## src/rtl/thermal_cutoff_pkg.sv

```systemverilog
// package: register map, limits and shared types for the thermal cutoff block
// ==========================================================================
// Overview of operation
// - shutdown limit register at address 0x8402
// - sample temperature, compare every new reading
// - reaching limit forces heater drive off
// - limit above 85 uses 85 ceiling
// - limit below 85 used as shutdown point
// - limit accepts 0..255, resets to 0x55
// - signal-loss output mirrors transmit-disable input
// - 8-bit heater drive register sets duty
// - heater drive holds 0..102, resets zero
// - low power state disables heater drive
package thermal_cutoff_pkg;
    // ==========================================================================
    // register map
    localparam logic [15:0] HEATER_DRIVE_ADDR = 16'h8401; // heater duty register
    localparam logic [15:0] SHUTDOWN_LIMIT_ADDR = 16'h8402; // cutoff limit register
    localparam logic [7:0] HEATER_DRIVE_RESET = 8'h00;
    localparam logic [7:0] HEATER_DRIVE_MAX = 8'h66; // 102 steps of duty
    localparam logic [7:0] SHUTDOWN_LIMIT_RESET = 8'h55;
    localparam logic [7:0] CEILING_DEG = 8'h55; // fixed 85 degC ceiling
    localparam int PWM_PERIOD = 102; // pwm frame length in clocks

    // management access toward the register file
    typedef struct packed {
        logic wr; // one-cycle write strobe
        logic rd; // one-cycle read strobe
        logic [15:0] addr;
        logic [7:0] wdata;
    } mgmt_req_s;

    // read answer
    typedef struct packed {
        logic valid; // one-cycle answer
        logic hit; // address decoded
        logic [7:0] rdata;
    } mgmt_rsp_s;

    // heater state machine
    typedef enum logic [2:0] {
        HEAT_OFF = 3'b001, // low power or zero duty
        HEAT_RUN = 3'b010, // pwm active
        HEAT_CUT = 3'b100 // thermal cutoff latched while hot
    } heat_state_e;
endpackage : thermal_cutoff_pkg

```

## src/rtl/thermal_cutoff.sv

```systemverilog
// module: heater drive with thermal cutoff and loopback signal-loss mirror
`timescale 1ns/1ps
module thermal_cutoff #(
    parameter int TEMP_W = 8 // temperature reading width
) (
    // clock and reset
    input wire logic clk,
    input wire logic rst,
    // management register access
    input thermal_cutoff_pkg::mgmt_req_s mgmt_req,
    output thermal_cutoff_pkg::mgmt_rsp_s mgmt_rsp,
    // temperature sensor
    input wire logic [TEMP_W-1:0] temp_deg,
    input wire logic temp_valid,
    // module pins
    input wire logic low_power_in,
    input wire logic transmit_disable_in,
    output logic receive_signal_loss_out,
    // heater and status
    output logic heater_pwm,
    output logic cutoff_active
);
    import thermal_cutoff_pkg::*;

    // ==========================================================================
    // registers
    logic [7:0] heater_drive_r; // duty setting, never above the duty maximum
    logic [7:0] shutdown_limit_r; // programmed limit, any byte
    logic [6:0] pwm_cnt_r; // pwm frame counter, wraps once per frame
    logic over_r; // last reading at or above the effective limit
    heat_state_e state_r; // heater state register
    heat_state_e state_nxt; // next heater state
    mgmt_rsp_s rsp_r; // registered read answer

    // ==========================================================================
    // helper functions
    // clamp a write to the heater range; a wild write cannot overdrive the heater
    function automatic logic [7:0] clamp_drive(input logic [7:0] v);
        clamp_drive = (v > HEATER_DRIVE_MAX) ? HEATER_DRIVE_MAX : v;
    endfunction : clamp_drive

    // full 16-bit address match, shared by the write and read decodes
    function automatic logic addr_is(input logic [15:0] a, input logic [15:0] target);
        addr_is = (a == target);
    endfunction : addr_is

    // ==========================================================================
    // decode
    // write strobes per register; the address is matched in full, so aliases never hit
    wire wr_drive = mgmt_req.wr && addr_is(mgmt_req.addr, HEATER_DRIVE_ADDR);
    wire wr_limit = mgmt_req.wr && addr_is(mgmt_req.addr, SHUTDOWN_LIMIT_ADDR);
    // read selects; qualified by the read strobe below
    wire rd_drive = addr_is(mgmt_req.addr, HEATER_DRIVE_ADDR);
    wire rd_limit = addr_is(mgmt_req.addr, SHUTDOWN_LIMIT_ADDR);
    wire rd_hit = mgmt_req.rd && (rd_drive || rd_limit); // mapped read
    // read data mux; unmapped places and idle cycles give zero
    wire [7:0] rd_data = !mgmt_req.rd ? 8'h00 :
        rd_drive ? heater_drive_r :
        rd_limit ? shutdown_limit_r : 8'h00;
    // effective limit: lower of programmed value and ceiling
    wire [7:0] eff_limit = (shutdown_limit_r < CEILING_DEG) ?
        shutdown_limit_r : CEILING_DEG;
    // unsigned, equal counts as reached; the reading is widened, never cut
    wire reached = ({{(16-TEMP_W){1'b0}}, temp_deg} >= {8'h00, eff_limit});
    // duty window: high for the first drive counts of each frame
    wire pwm_high = ({1'b0, pwm_cnt_r} < heater_drive_r);

    // ==========================================================================
    // register writes; limit takes any byte, drive is clamped
    always_ff @(posedge clk or posedge rst) begin
        if (rst) begin
            heater_drive_r <= HEATER_DRIVE_RESET;
            shutdown_limit_r <= SHUTDOWN_LIMIT_RESET;
        end else begin
            if (wr_drive) heater_drive_r <= clamp_drive(mgmt_req.wdata);
            if (wr_limit) shutdown_limit_r <= mgmt_req.wdata;
        end
    end

    // read answer, one cycle after the strobe; unmapped reads return zero
    // the answer is a flop so the host sees clean data for the whole cycle
    always_ff @(posedge clk or posedge rst) begin
        if (rst) begin
            rsp_r <= '0; // no answer pending out of reset
        end else begin
            rsp_r.valid <= mgmt_req.rd;
            rsp_r.hit <= rd_hit;
            rsp_r.rdata <= rd_data;
        end
    end
    assign mgmt_rsp = rsp_r;

    // ==========================================================================
    // temperature compare, refreshed on each new reading
    always_ff @(posedge clk or posedge rst) begin
        if (rst) over_r <= 1'b0;
        else if (temp_valid) over_r <= reached;
    end

    // pwm frame counter, free running
    always_ff @(posedge clk or posedge rst) begin
        if (rst) pwm_cnt_r <= '0;
        else if (pwm_cnt_r == 7'(PWM_PERIOD - 1)) pwm_cnt_r <= '0;
        else pwm_cnt_r <= pwm_cnt_r + 7'h01;
    end

    // heater state selection; cutoff needs no software, clears once cool
    // no hysteresis: a reading just below the limit restarts the heater
    always_comb begin
        state_nxt = state_r;
        case (state_r)
            HEAT_OFF: begin
                if (over_r) begin
                    state_nxt = HEAT_CUT;
                end else if (!low_power_in && heater_drive_r != 8'h00) begin
                    state_nxt = HEAT_RUN;
                end
            end
            HEAT_RUN: begin
                if (over_r) begin
                    state_nxt = HEAT_CUT;
                end else if (low_power_in || heater_drive_r == 8'h00) begin
                    state_nxt = HEAT_OFF;
                end
            end
            HEAT_CUT: begin
                if (!over_r) begin
                    state_nxt = HEAT_OFF; // cool again, restart through off
                end
            end
            default: begin
                state_nxt = HEAT_OFF; // illegal code, park safely
            end
        endcase
    end

    // state register
    always_ff @(posedge clk or posedge rst) begin
        if (rst) state_r <= HEAT_OFF;
        else state_r <= state_nxt;
    end

    // gate also uses live conditions so the drive stops the same cycle
    // a cut never waits for the state register to catch up
    wire heat_go = (state_nxt == HEAT_RUN) && !over_r && !low_power_in;
    always_ff @(posedge clk or posedge rst) begin
        if (rst) heater_pwm <= 1'b0;
        else heater_pwm <= heat_go && pwm_high;
    end

    // status straight from the state register
    assign cutoff_active = (state_r == HEAT_CUT);
    // passive loopback: no real detection, just mirror the pin
    assign receive_signal_loss_out = transmit_disable_in;

    // ==========================================================================
    // checks
    // reset values, looked at on the first edge after release
    limit_reset_a: assert property (@(posedge clk)
        $rose(!rst) |-> shutdown_limit_r == SHUTDOWN_LIMIT_RESET)
        else $error("limit reset value wrong");
    drive_reset_a: assert property (@(posedge clk)
        $fell(rst) |-> heater_drive_r == HEATER_DRIVE_RESET)
        else $error("drive reset value wrong");

    // register writes: drive stays in range and is clamped, in-range drive writes and all limit writes are taken as written
    drive_range_a: assert property (@(posedge clk) disable iff (rst)
        heater_drive_r <= HEATER_DRIVE_MAX)
        else $error("drive out of range");
    drive_clamp_a: assert property (@(posedge clk) disable iff (rst)
        wr_drive && mgmt_req.wdata > HEATER_DRIVE_MAX |=> heater_drive_r == HEATER_DRIVE_MAX)
        else $error("drive write not clamped");
    drive_write_a: assert property (@(posedge clk) disable iff (rst)
        wr_drive && mgmt_req.wdata <= HEATER_DRIVE_MAX
            |=> heater_drive_r == $past(mgmt_req.wdata))
        else $error("drive write lost");
    limit_write_a: assert property (@(posedge clk) disable iff (rst)
        wr_limit |=> shutdown_limit_r == $past(mgmt_req.wdata))
        else $error("limit write lost");
    // a limit-register read answers one cycle later with the value held before any same-cycle write
    read_answer_a: assert property (@(posedge clk) disable iff (rst)
        mgmt_req.rd && rd_limit |=> mgmt_rsp.valid && mgmt_rsp.hit
            && mgmt_rsp.rdata == $past(shutdown_limit_r))
        else $error("limit read answer wrong");

    // compare against the lower of the programmed limit and the ceiling
    ceiling_use_a: assert property (@(posedge clk) disable iff (rst)
        temp_valid && temp_deg >= CEILING_DEG |=> over_r)
        else $error("ceiling not applied");
    below_use_a: assert property (@(posedge clk) disable iff (rst)
        temp_valid && shutdown_limit_r < CEILING_DEG
            && temp_deg >= shutdown_limit_r |=> over_r)
        else $error("programmed limit ignored");
    cool_clear_a: assert property (@(posedge clk) disable iff (rst)
        temp_valid && temp_deg < CEILING_DEG && temp_deg < shutdown_limit_r |=> !over_r)
        else $error("stale compare");
    equal_reach_a: assert property (@(posedge clk) disable iff (rst)
        temp_valid && {8'h00, temp_deg} == {8'h00, eff_limit} |=> over_r)
        else $error("equal not reached");

    // heater drive: off while hot, in low power, at zero duty and outside the window
    cut_off_a: assert property (@(posedge clk) disable iff (rst)
        over_r |=> !heater_pwm)
        else $error("heater on while hot");
    cut_state_a: assert property (@(posedge clk) disable iff (rst)
        over_r |=> cutoff_active)
        else $error("cutoff not shown");
    low_power_a: assert property (@(posedge clk) disable iff (rst)
        low_power_in |=> !heater_pwm)
        else $error("heater on in low power");
    zero_drive_a: assert property (@(posedge clk) disable iff (rst)
        heater_drive_r == 8'h00 |=> !heater_pwm)
        else $error("heater on at zero duty");
    duty_window_a: assert property (@(posedge clk) disable iff (rst)
        heater_pwm |-> $past(pwm_high))
        else $error("heater on outside duty window");

    // loopback pin: a plain copy, no detection in between
    los_mirror_a: assert property (@(posedge clk)
        receive_signal_loss_out == transmit_disable_in)
        else $error("signal loss not mirrored");

    // main scenarios seen
    cut_seen_c: cover property (@(posedge clk) disable iff (rst)
        state_r == HEAT_RUN ##1 state_r == HEAT_CUT);
    run_seen_c: cover property (@(posedge clk) disable iff (rst)
        heater_pwm ##1 !heater_pwm);
    recover_c: cover property (@(posedge clk) disable iff (rst)
        state_r == HEAT_CUT ##1 state_r == HEAT_OFF);
    low_power_c: cover property (@(posedge clk) disable iff (rst)
        state_r == HEAT_RUN && low_power_in ##1 state_r == HEAT_OFF);
    clamp_seen_c: cover property (@(posedge clk) disable iff (rst)
        wr_drive && mgmt_req.wdata > HEATER_DRIVE_MAX);
endmodule : thermal_cutoff

```

## config.mk

```make
export PLATFORM = sky130hd
export DESIGN_NAME = thermal_cutoff
export DESIGN_NICKNAME = d
export VERILOG_FILES = /design/src/rtl/thermal_cutoff_pkg.sv /design/src/rtl/thermal_cutoff.sv
export SDC_FILE = /design/constraint.sdc
export NUM_CORES = 1
export LEC_CHECK = 0
export BUFFER_PORTS_ARGS = -buffer_cell sky130_fd_sc_hd__buf_2
export CORE_ASPECT_RATIO = 1.2
export CORE_MARGIN = 2
export CORE_UTILIZATION = 52
export CTS_CLUSTER_SIZE = 30
export DETAILED_ROUTE_END_ITERATION = 8
export PLACE_DENSITY = 0.79
export SKIP_CTS_REPAIR_TIMING = 1
export SYNTH_ARGS = -nofsm -noshare
export SYNTH_HDL_FRONTEND = slang
export SYNTH_SLANG_ARGS = --single-unit
```

## constraint.sdc

```tcl
create_clock -name clk -period 2.78 [get_ports clk]
set_input_delay 0.139 -clock clk [delete_from_list [all_inputs] [get_ports clk]]
set_output_delay 0.139 -clock clk [all_outputs]
set_load 0.005 [all_outputs]
```

==> results of run 1 <==
-- power breakdown --
part           total [mW]  internal, mW  switching, mW
clock               0.578         0.383          0.195
combinational       0.146        0.0705         0.0759
sequential          0.597         0.580         0.0170
-- critical path, stage by stage (launching register included) --
cell and delay, ns:
dfrtp_1 0.41, o21a_1 0.19, o21ai_0 0.20, a21o_1 0.19
nand2b_1 0.07, ha_1 0.26, nand2b_1 0.14, a21o_1 0.17
a211oi_1 0.30, o32ai_1 0.13
-- flip-flops by register name, summed over array words and instances (netlist names) --
signal,flops
heater_drive_r,8
state_r,3
heater_pwm,1
pwm_cnt_r,7
mgmt_rsp,10
over_r,1
shutdown_limit_r,8
-- layout make-up --
class | instances | share of cell area (%)
Multi-Input combinational cell | 135 | 39.9
Clock buffer | 6 | 3.33
Tap cell | 52 | 2.62
Sequential cell | 38 | 38.6
Clock inverter | 2 | 2.42
Timing Repair Buffer | 54 | 11.6
Inverter | 10 | 1.51
-- logic make-up after synthesis --
| logic type | after synthesis | share of synthesized area, % |
|---|---|---|
| adder cells (fa/ha/maj) | 16 | 9.91 |
| other | 1 | 0.186 |
| AO/OA/AOI/OAI | 28 | 10.1 |
| buffers and inverters | 15 | 3.59 |
| flip-flops | 38 | 47.4 |
| AND/OR/NAND/NOR | 69 | 18.3 |
| multiplexers | 15 | 7.99 |
| XOR/XNOR | 6 | 2.60 |
-- worst paths after layout --
path | from | to | slack, ns | cells after the start
max in group asynchronous | rst | shutdown_limit_r[4]$_DFFE_PP1P_ | 1.91 | 4
max | shutdown_limit_r[1]$_DFFE_PP0P_ | over_r$_DFFE_PP0P_ | 0.61 | 9
max reg2reg | shutdown_limit_r[1]$_DFFE_PP0P_ | over_r$_DFFE_PP0P_ | 0.61 | 9
min in group asynchronous | rst | state_r[1]$_DFF_PP0_ | 0.51 | 4
min | low_power_in | state_r[1]$_DFF_PP0_ | 0.12 | 4
min reg2reg | pwm_cnt_r[4]$_DFF_PP0_ | pwm_cnt_r[4]$_DFF_PP0_ | 0.53 | 1
-- layout by cell type (no fill, tap or decap), types with 2 or more instances in the layout --
master | netlist | layout
nand2b_1 | 4 | 4
a22oi_1 | 8 | 8
nor2b_1 | 4 | 4
a21oi_1 | 5 | 5
buf_4 | 2 | 3
nor3b_1 | 4 | 4
dlygate4sd3_1 | 0 | 2
dfrtp_1 | 33 | 33
xnor2_1 | 3 | 3
nand4_1 | 4 | 4
buf_2 | 1 | 49
nor2_1 | 29 | 29
nand2_1 | 8 | 8
bufinv_16 | 0 | 2
clkbuf_8 | 0 | 6
nor4b_2 | 2 | 2
nor4_1 | 2 | 2
nand3_1 | 6 | 6
mux2_2 | 8 | 8
a21o_1 | 5 | 5
ha_1 | 16 | 16
dfstp_2 | 5 | 5
xor2_1 | 3 | 3
mux2i_1 | 6 | 6
o21a_1 | 2 | 2
inv_1 | 10 | 10
-- per-layer routing --
| metal | GRT usage [%] | share of wire [%] |
|---|---|---|
| met5 | 0 | 0 |
| met4 | 10.6 | 2.8 |
| met3 | 4.10 | 5.3 |
| met2 | 38.5 | 52 |
| met1 | 25.4 | 40 |
-- per-stage QoR --
step | setup WS [ns] | cell area [µm²] | hold WS (ns) | cells
floorplan | 0.853 | 2020 | 0.170 | 188
global placement | 0.785 | 2320 | 0.261 | 287
detailed placement | 0.636 | 2320 | 0.265 | 287
CTS | 0.623 | 2460 | -0.0390 | 295
global route | 0.506 | 2480 | 0.114 | 297
finish | 0.608 | 2480 | 0.115 | 297
==> run_results.csv, run 1 <==
group,metric,value,unit
synth,ys_seq_elements,38,
cts,cts_buffers,5,
power_and_ir_drop,ir_worst_vdd,0.480,mV
power_and_ir_drop,p_leak,1.22,nW
outcome,outcome,"completed",
setup_path,end_kind,"flip-flop",
timing,fmax,0.460,GHz
die,io_pins,52,
cts,ctsLongestPathBuffers,2,
timing,slew_viol_final,0,
synth,yosys_warnings,0,
cells_and_area,final_core_util,67.2,%
route,vias,1606,
timing,finalHoldViolCount,0,
die,die_h,72.3,µm
timing,setup_violations,0,
timing,finClkSkew,0.00334,ns
cells_and_area,nets,299,
cells_and_area,insertedDiodeCount,0,
global_routing,antenna_found_initial,0,
timing,finalCriticalPeriod,2.17,ns
synth,synthTopCellsByCount,"33 x dfrtp_1, 29 x nor2_1, 16 x ha_1, 10 x inv_1",
cts,cts_max_level,2,
synth,yosys.area.top_type_share,40.9,%
global_routing,grt_remaining_overflow,0,
timing,worst_slew_pin_slew,0.734,ns
setup_path,cp-start-kind,"flip-flop",
synth,synth_cells,188,
setup_path,cp.required,2.94,ns
synth,ys_seq_area_share,47.4,%
die,coreArea,0.00369,mm²
route,dr.pass1.iters,6,
global_routing,grt_max_degree,39,
setup_path,critPathMaxFanout,4,
cts,cts_tree,"built",
cells_and_area,area_growth,22.8,%
job,maxCapViolations,0,
cts,cts_num_sinks,38,
timing,setup_tns,0,ns
route,wirelength,4.32,mm
route,drtIter0Drc,83,
synth,yosys.area.top_type,"dfrtp_1",
timing,relSlewSlack,51.0,%
worst_hold_path,hold_class,"primary input to flip-flop",
cells_and_area,multi_input_area,991,µm²
place,portBuffers,49,
route,ant_nets,0,
die,initial_utilization,54.7,%
synth,synth_cell_types,41,
synth,synth.avg_cell_area,10.7,µm²
setup_path,cp.arrival,2.33,ns
die,rows,24,
cells_and_area,nFillCells,298,
route,viasPerCell,5.41,
cells_and_area,drive_gt1_share,31.4,%
synth,yosys.cell_count.top_type,"dfrtp_1",
synth,synthTopCellsByArea,"dfrtp_1 41%, ha_1 9.9%, dfstp_2 6.5%",
timing,rsz0062_at_grt,"no",
synth,syn_nets,243,
global_routing,grt_pass1_wl,7.18,mm
die,die_width,60.9,µm
synth,synthArstFlopShare,100,%
setup_path,path_class,"flip-flop to flip-flop",
cts,clk_latency,0.29,ns
power_and_ir_drop,total_power,1.32,mW
cts,root_buffer,"clkbuf_8",
synth,synth_enable_flop_cells,0,
cts,clk_pin_slew_worst_paths,0.08,ns
cells_and_area,layout.area.seq,957,µm²
die,die_area,0.00440,mm²
synth,synthFlopType,"dfrtp_1",
global_routing,grt.total_usage,22.1,%
place,gp_congestion,0.810,
power_and_ir_drop,p_per_area,533,mW/mm²
timing,min_period_over_period,78.1,%
place,hpwl,3.34,mm
route,post_drt_wl_per_cell,14.5,µm
route,drc,0,
synth,netlist_area,0.00202,mm²
global_routing,grt_pass1_vias,1641,
Note: power is estimated with default switching activity, not from simulation.
==> inputs of run 2 (changes only) <==
clock period = 2.1 ns   (was 2.78 ns; I/O delays follow)
==> run 2 against run 1 <==
Wire length fell by 2.6%. Clock power rose by 6.9%. Non-clock buffer count rose by 3. Count of clock-buffer cells in the layout did not move. Cell area rose by 0.35%. Sequential power rose by 32%. Critical endpoint unchanged. Largest power group unchanged. Highest routed layer unchanged.
==> run_results.csv, run 2 (synthesis results as in run 1) <==
group,metric,value,unit
outcome,outcome,"completed",
cts,clk_latency,0.29,ns
worst_hold_path,min_from,"mgmt_req[0]",
cells_and_area,final_core_util,67.4,%
cells_and_area,final_common_cell,"buf_2",
cts,cts_max_level,2,
timing,finClkSkew,0.00238,ns
die,die_area,0.00440,mm²
power_and_ir_drop,p_per_area,643,mW/mm²
die,coreArea,0.00369,mm²
setup_path,cp.arrival,2.17,ns
setup_path,rrSetupSlack,0.09,ns
setup_path,worst_r2r_endpoint,"over_r$_DFFE_PP0P_",
cells_and_area,final_cell_mix,"49 x buf_2, 33 x dfrtp_1, 29 x nor2_1, 16 x ha_1, 10 x inv_1",
job,maxCapViolations,0,
setup_path,r2r-start,"shutdown_limit_r[2]$_DFFE_PP1P_",
cts,cts_buffers,5,
cts,root_buffer,"clkbuf_8",
place,hpwl,3.32,mm
global_routing,grt_pass1_wl,6.96,mm
die,die_width,60.9,µm
timing,finalHoldViolCount,0,
route,post_drt_wl_per_cell,14.1,µm
global_routing,antenna_found_initial,0,
power_and_ir_drop,ir_worst_vdd,0.615,mV
die,die_h,72.3,µm
global_routing,grt.total_usage,21.5,%
timing,worst_slew_pin_slew,0.678,ns
route,wirelength,4.21,mm
setup_path,critPathMaxFanout,4,
die,initial_utilization,54.7,%
worst_hold_path,holdPathEnd,"shutdown_limit_r[0]$_DFFE_PP1P_",
global_routing,grt_pass1_vias,1573,
cts,clk_pin_slew_worst_paths,0.07,ns
power_and_ir_drop,total_power,1.60,mW
route,drtIter0Drc,72,
timing,hold-worst-slack,0.0874,ns
timing,min_period_over_period,95.5,%
cells_and_area,area_growth,23.2,%
power_and_ir_drop,p_leak,1.23,nW
place,portBuffers,49,
timing,finalCriticalPeriod,2.01,ns
timing,worst_slack,0.0949,ns
cells_and_area,nets,302,
route,ant_nets,0,
global_routing,grt_remaining_overflow,0,
timing,rsz0062_at_grt,"yes",
worst_hold_path,hold_class,"primary input to flip-flop",
setup_path,path_class,"flip-flop to flip-flop",
cts,cts_num_sinks,38,
timing,slew_viol_final,0,
die,io_pins,52,
global_routing,grt_max_degree,27,
timing,setup_violations,0,
cells_and_area,insertedDiodeCount,0,
timing,fmax,0.499,GHz
setup_path,cp-start-kind,"flip-flop",
cts,ctsLongestPathBuffers,2,
route,drc,0,
setup_path,cp.required,2.27,ns
die,rows,24,
cells_and_area,drive_gt1_share,33.2,%
route,viasPerCell,5.36,
timing,relSlewSlack,54.7,%
setup_path,reg2reg_depth,9,
worst_hold_path,hold_depth,2,
place,gp_congestion,0.864,
cts,cts_tree,"built",
setup_path,end_kind,"flip-flop",
route,vias,1604,
cells_and_area,largest_register_ff_count,10,
route,dr.pass1.iters,4,
place,dp_slack,0.0522,ns
==> run 2: cell type report <==
type | count | area [µm²]
Sequential cell | 38 | 957
Tap cell | 52 | 65.1
Clock inverter | 1 | 30.0
Multi-Input combinational cell | 135 | 1010
Timing Repair Buffer | 57 | 310
Clock buffer | 6 | 82.6
Fill cell | 309 | 1200
Inverter | 10 | 37.5
==> run 2: metal layers <==
layer  up-vias  track usage (%)  share of wire [%]  wire length (µm)
li1        778                -                  -                 -
met1       768             25.2                 40              1680
met2        45             36.4                 52              2190
met3        13             6.06                5.2               217
met4         0             8.45                3.0               126
met5         -                0                  0                 0
==> run 2: power by group <==
group / total, mW / internal [mW] / switching [mW]
sequential: 0.789 / 0.768 / 0.0207
combinational: 0.194 / 0.0948 / 0.0989
clock: 0.618 / 0.380 / 0.238
total: 1.60 / 1.24 / 0.358
==> run 2: worst max-delay path by stage <==
stage,from,to,slack [ns],cells after the start
finish,shutdown_limit_r[2]$_DFFE_PP1P_,over_r$_DFFE_PP0P_,0.09,9
global route,shutdown_limit_r[2]$_DFFE_PP1P_,over_r$_DFFE_PP0P_,-0.02,9
CTS,shutdown_limit_r[1]$_DFFE_PP0P_,over_r$_DFFE_PP0P_,0.03,9
detailed placement,shutdown_limit_r[1]$_DFFE_PP0P_,over_r$_DFFE_PP0P_,0.05,9
global placement,shutdown_limit_r[1]$_DFFE_PP0P_,over_r$_DFFE_PP0P_,0.1,9
floorplan,shutdown_limit_r[1]$_DFFE_PP0P_,over_r$_DFFE_PP0P_,0.17,9
==> run 2: per-stage QoR <==
stage | instance area, µm² | std cells | setup TNS (ns)
5_1_grt | 2490 | 299 | -0.0239
3_5_place_dp | 2330 | 289 | 0
3_3_place_gp | 2330 | 289 | 0
6_report | 2490 | 299 | 0
2_1_floorplan | 2020 | 188 | 0
4_1_cts | 2450 | 296 | 0
==> run 2: worst max-delay path, cell delays in order, from the launching register on <==
cell and delay (ns):
dfstp_2 0.56, o21a_1 0.15, o21ai_2 0.06, a21o_1 0.21, nand2b_1 0.08, ha_1 0.23, nand2b_4 0.14, a21o_1 0.15
a211oi_2 0.18, o32ai_1 0.11
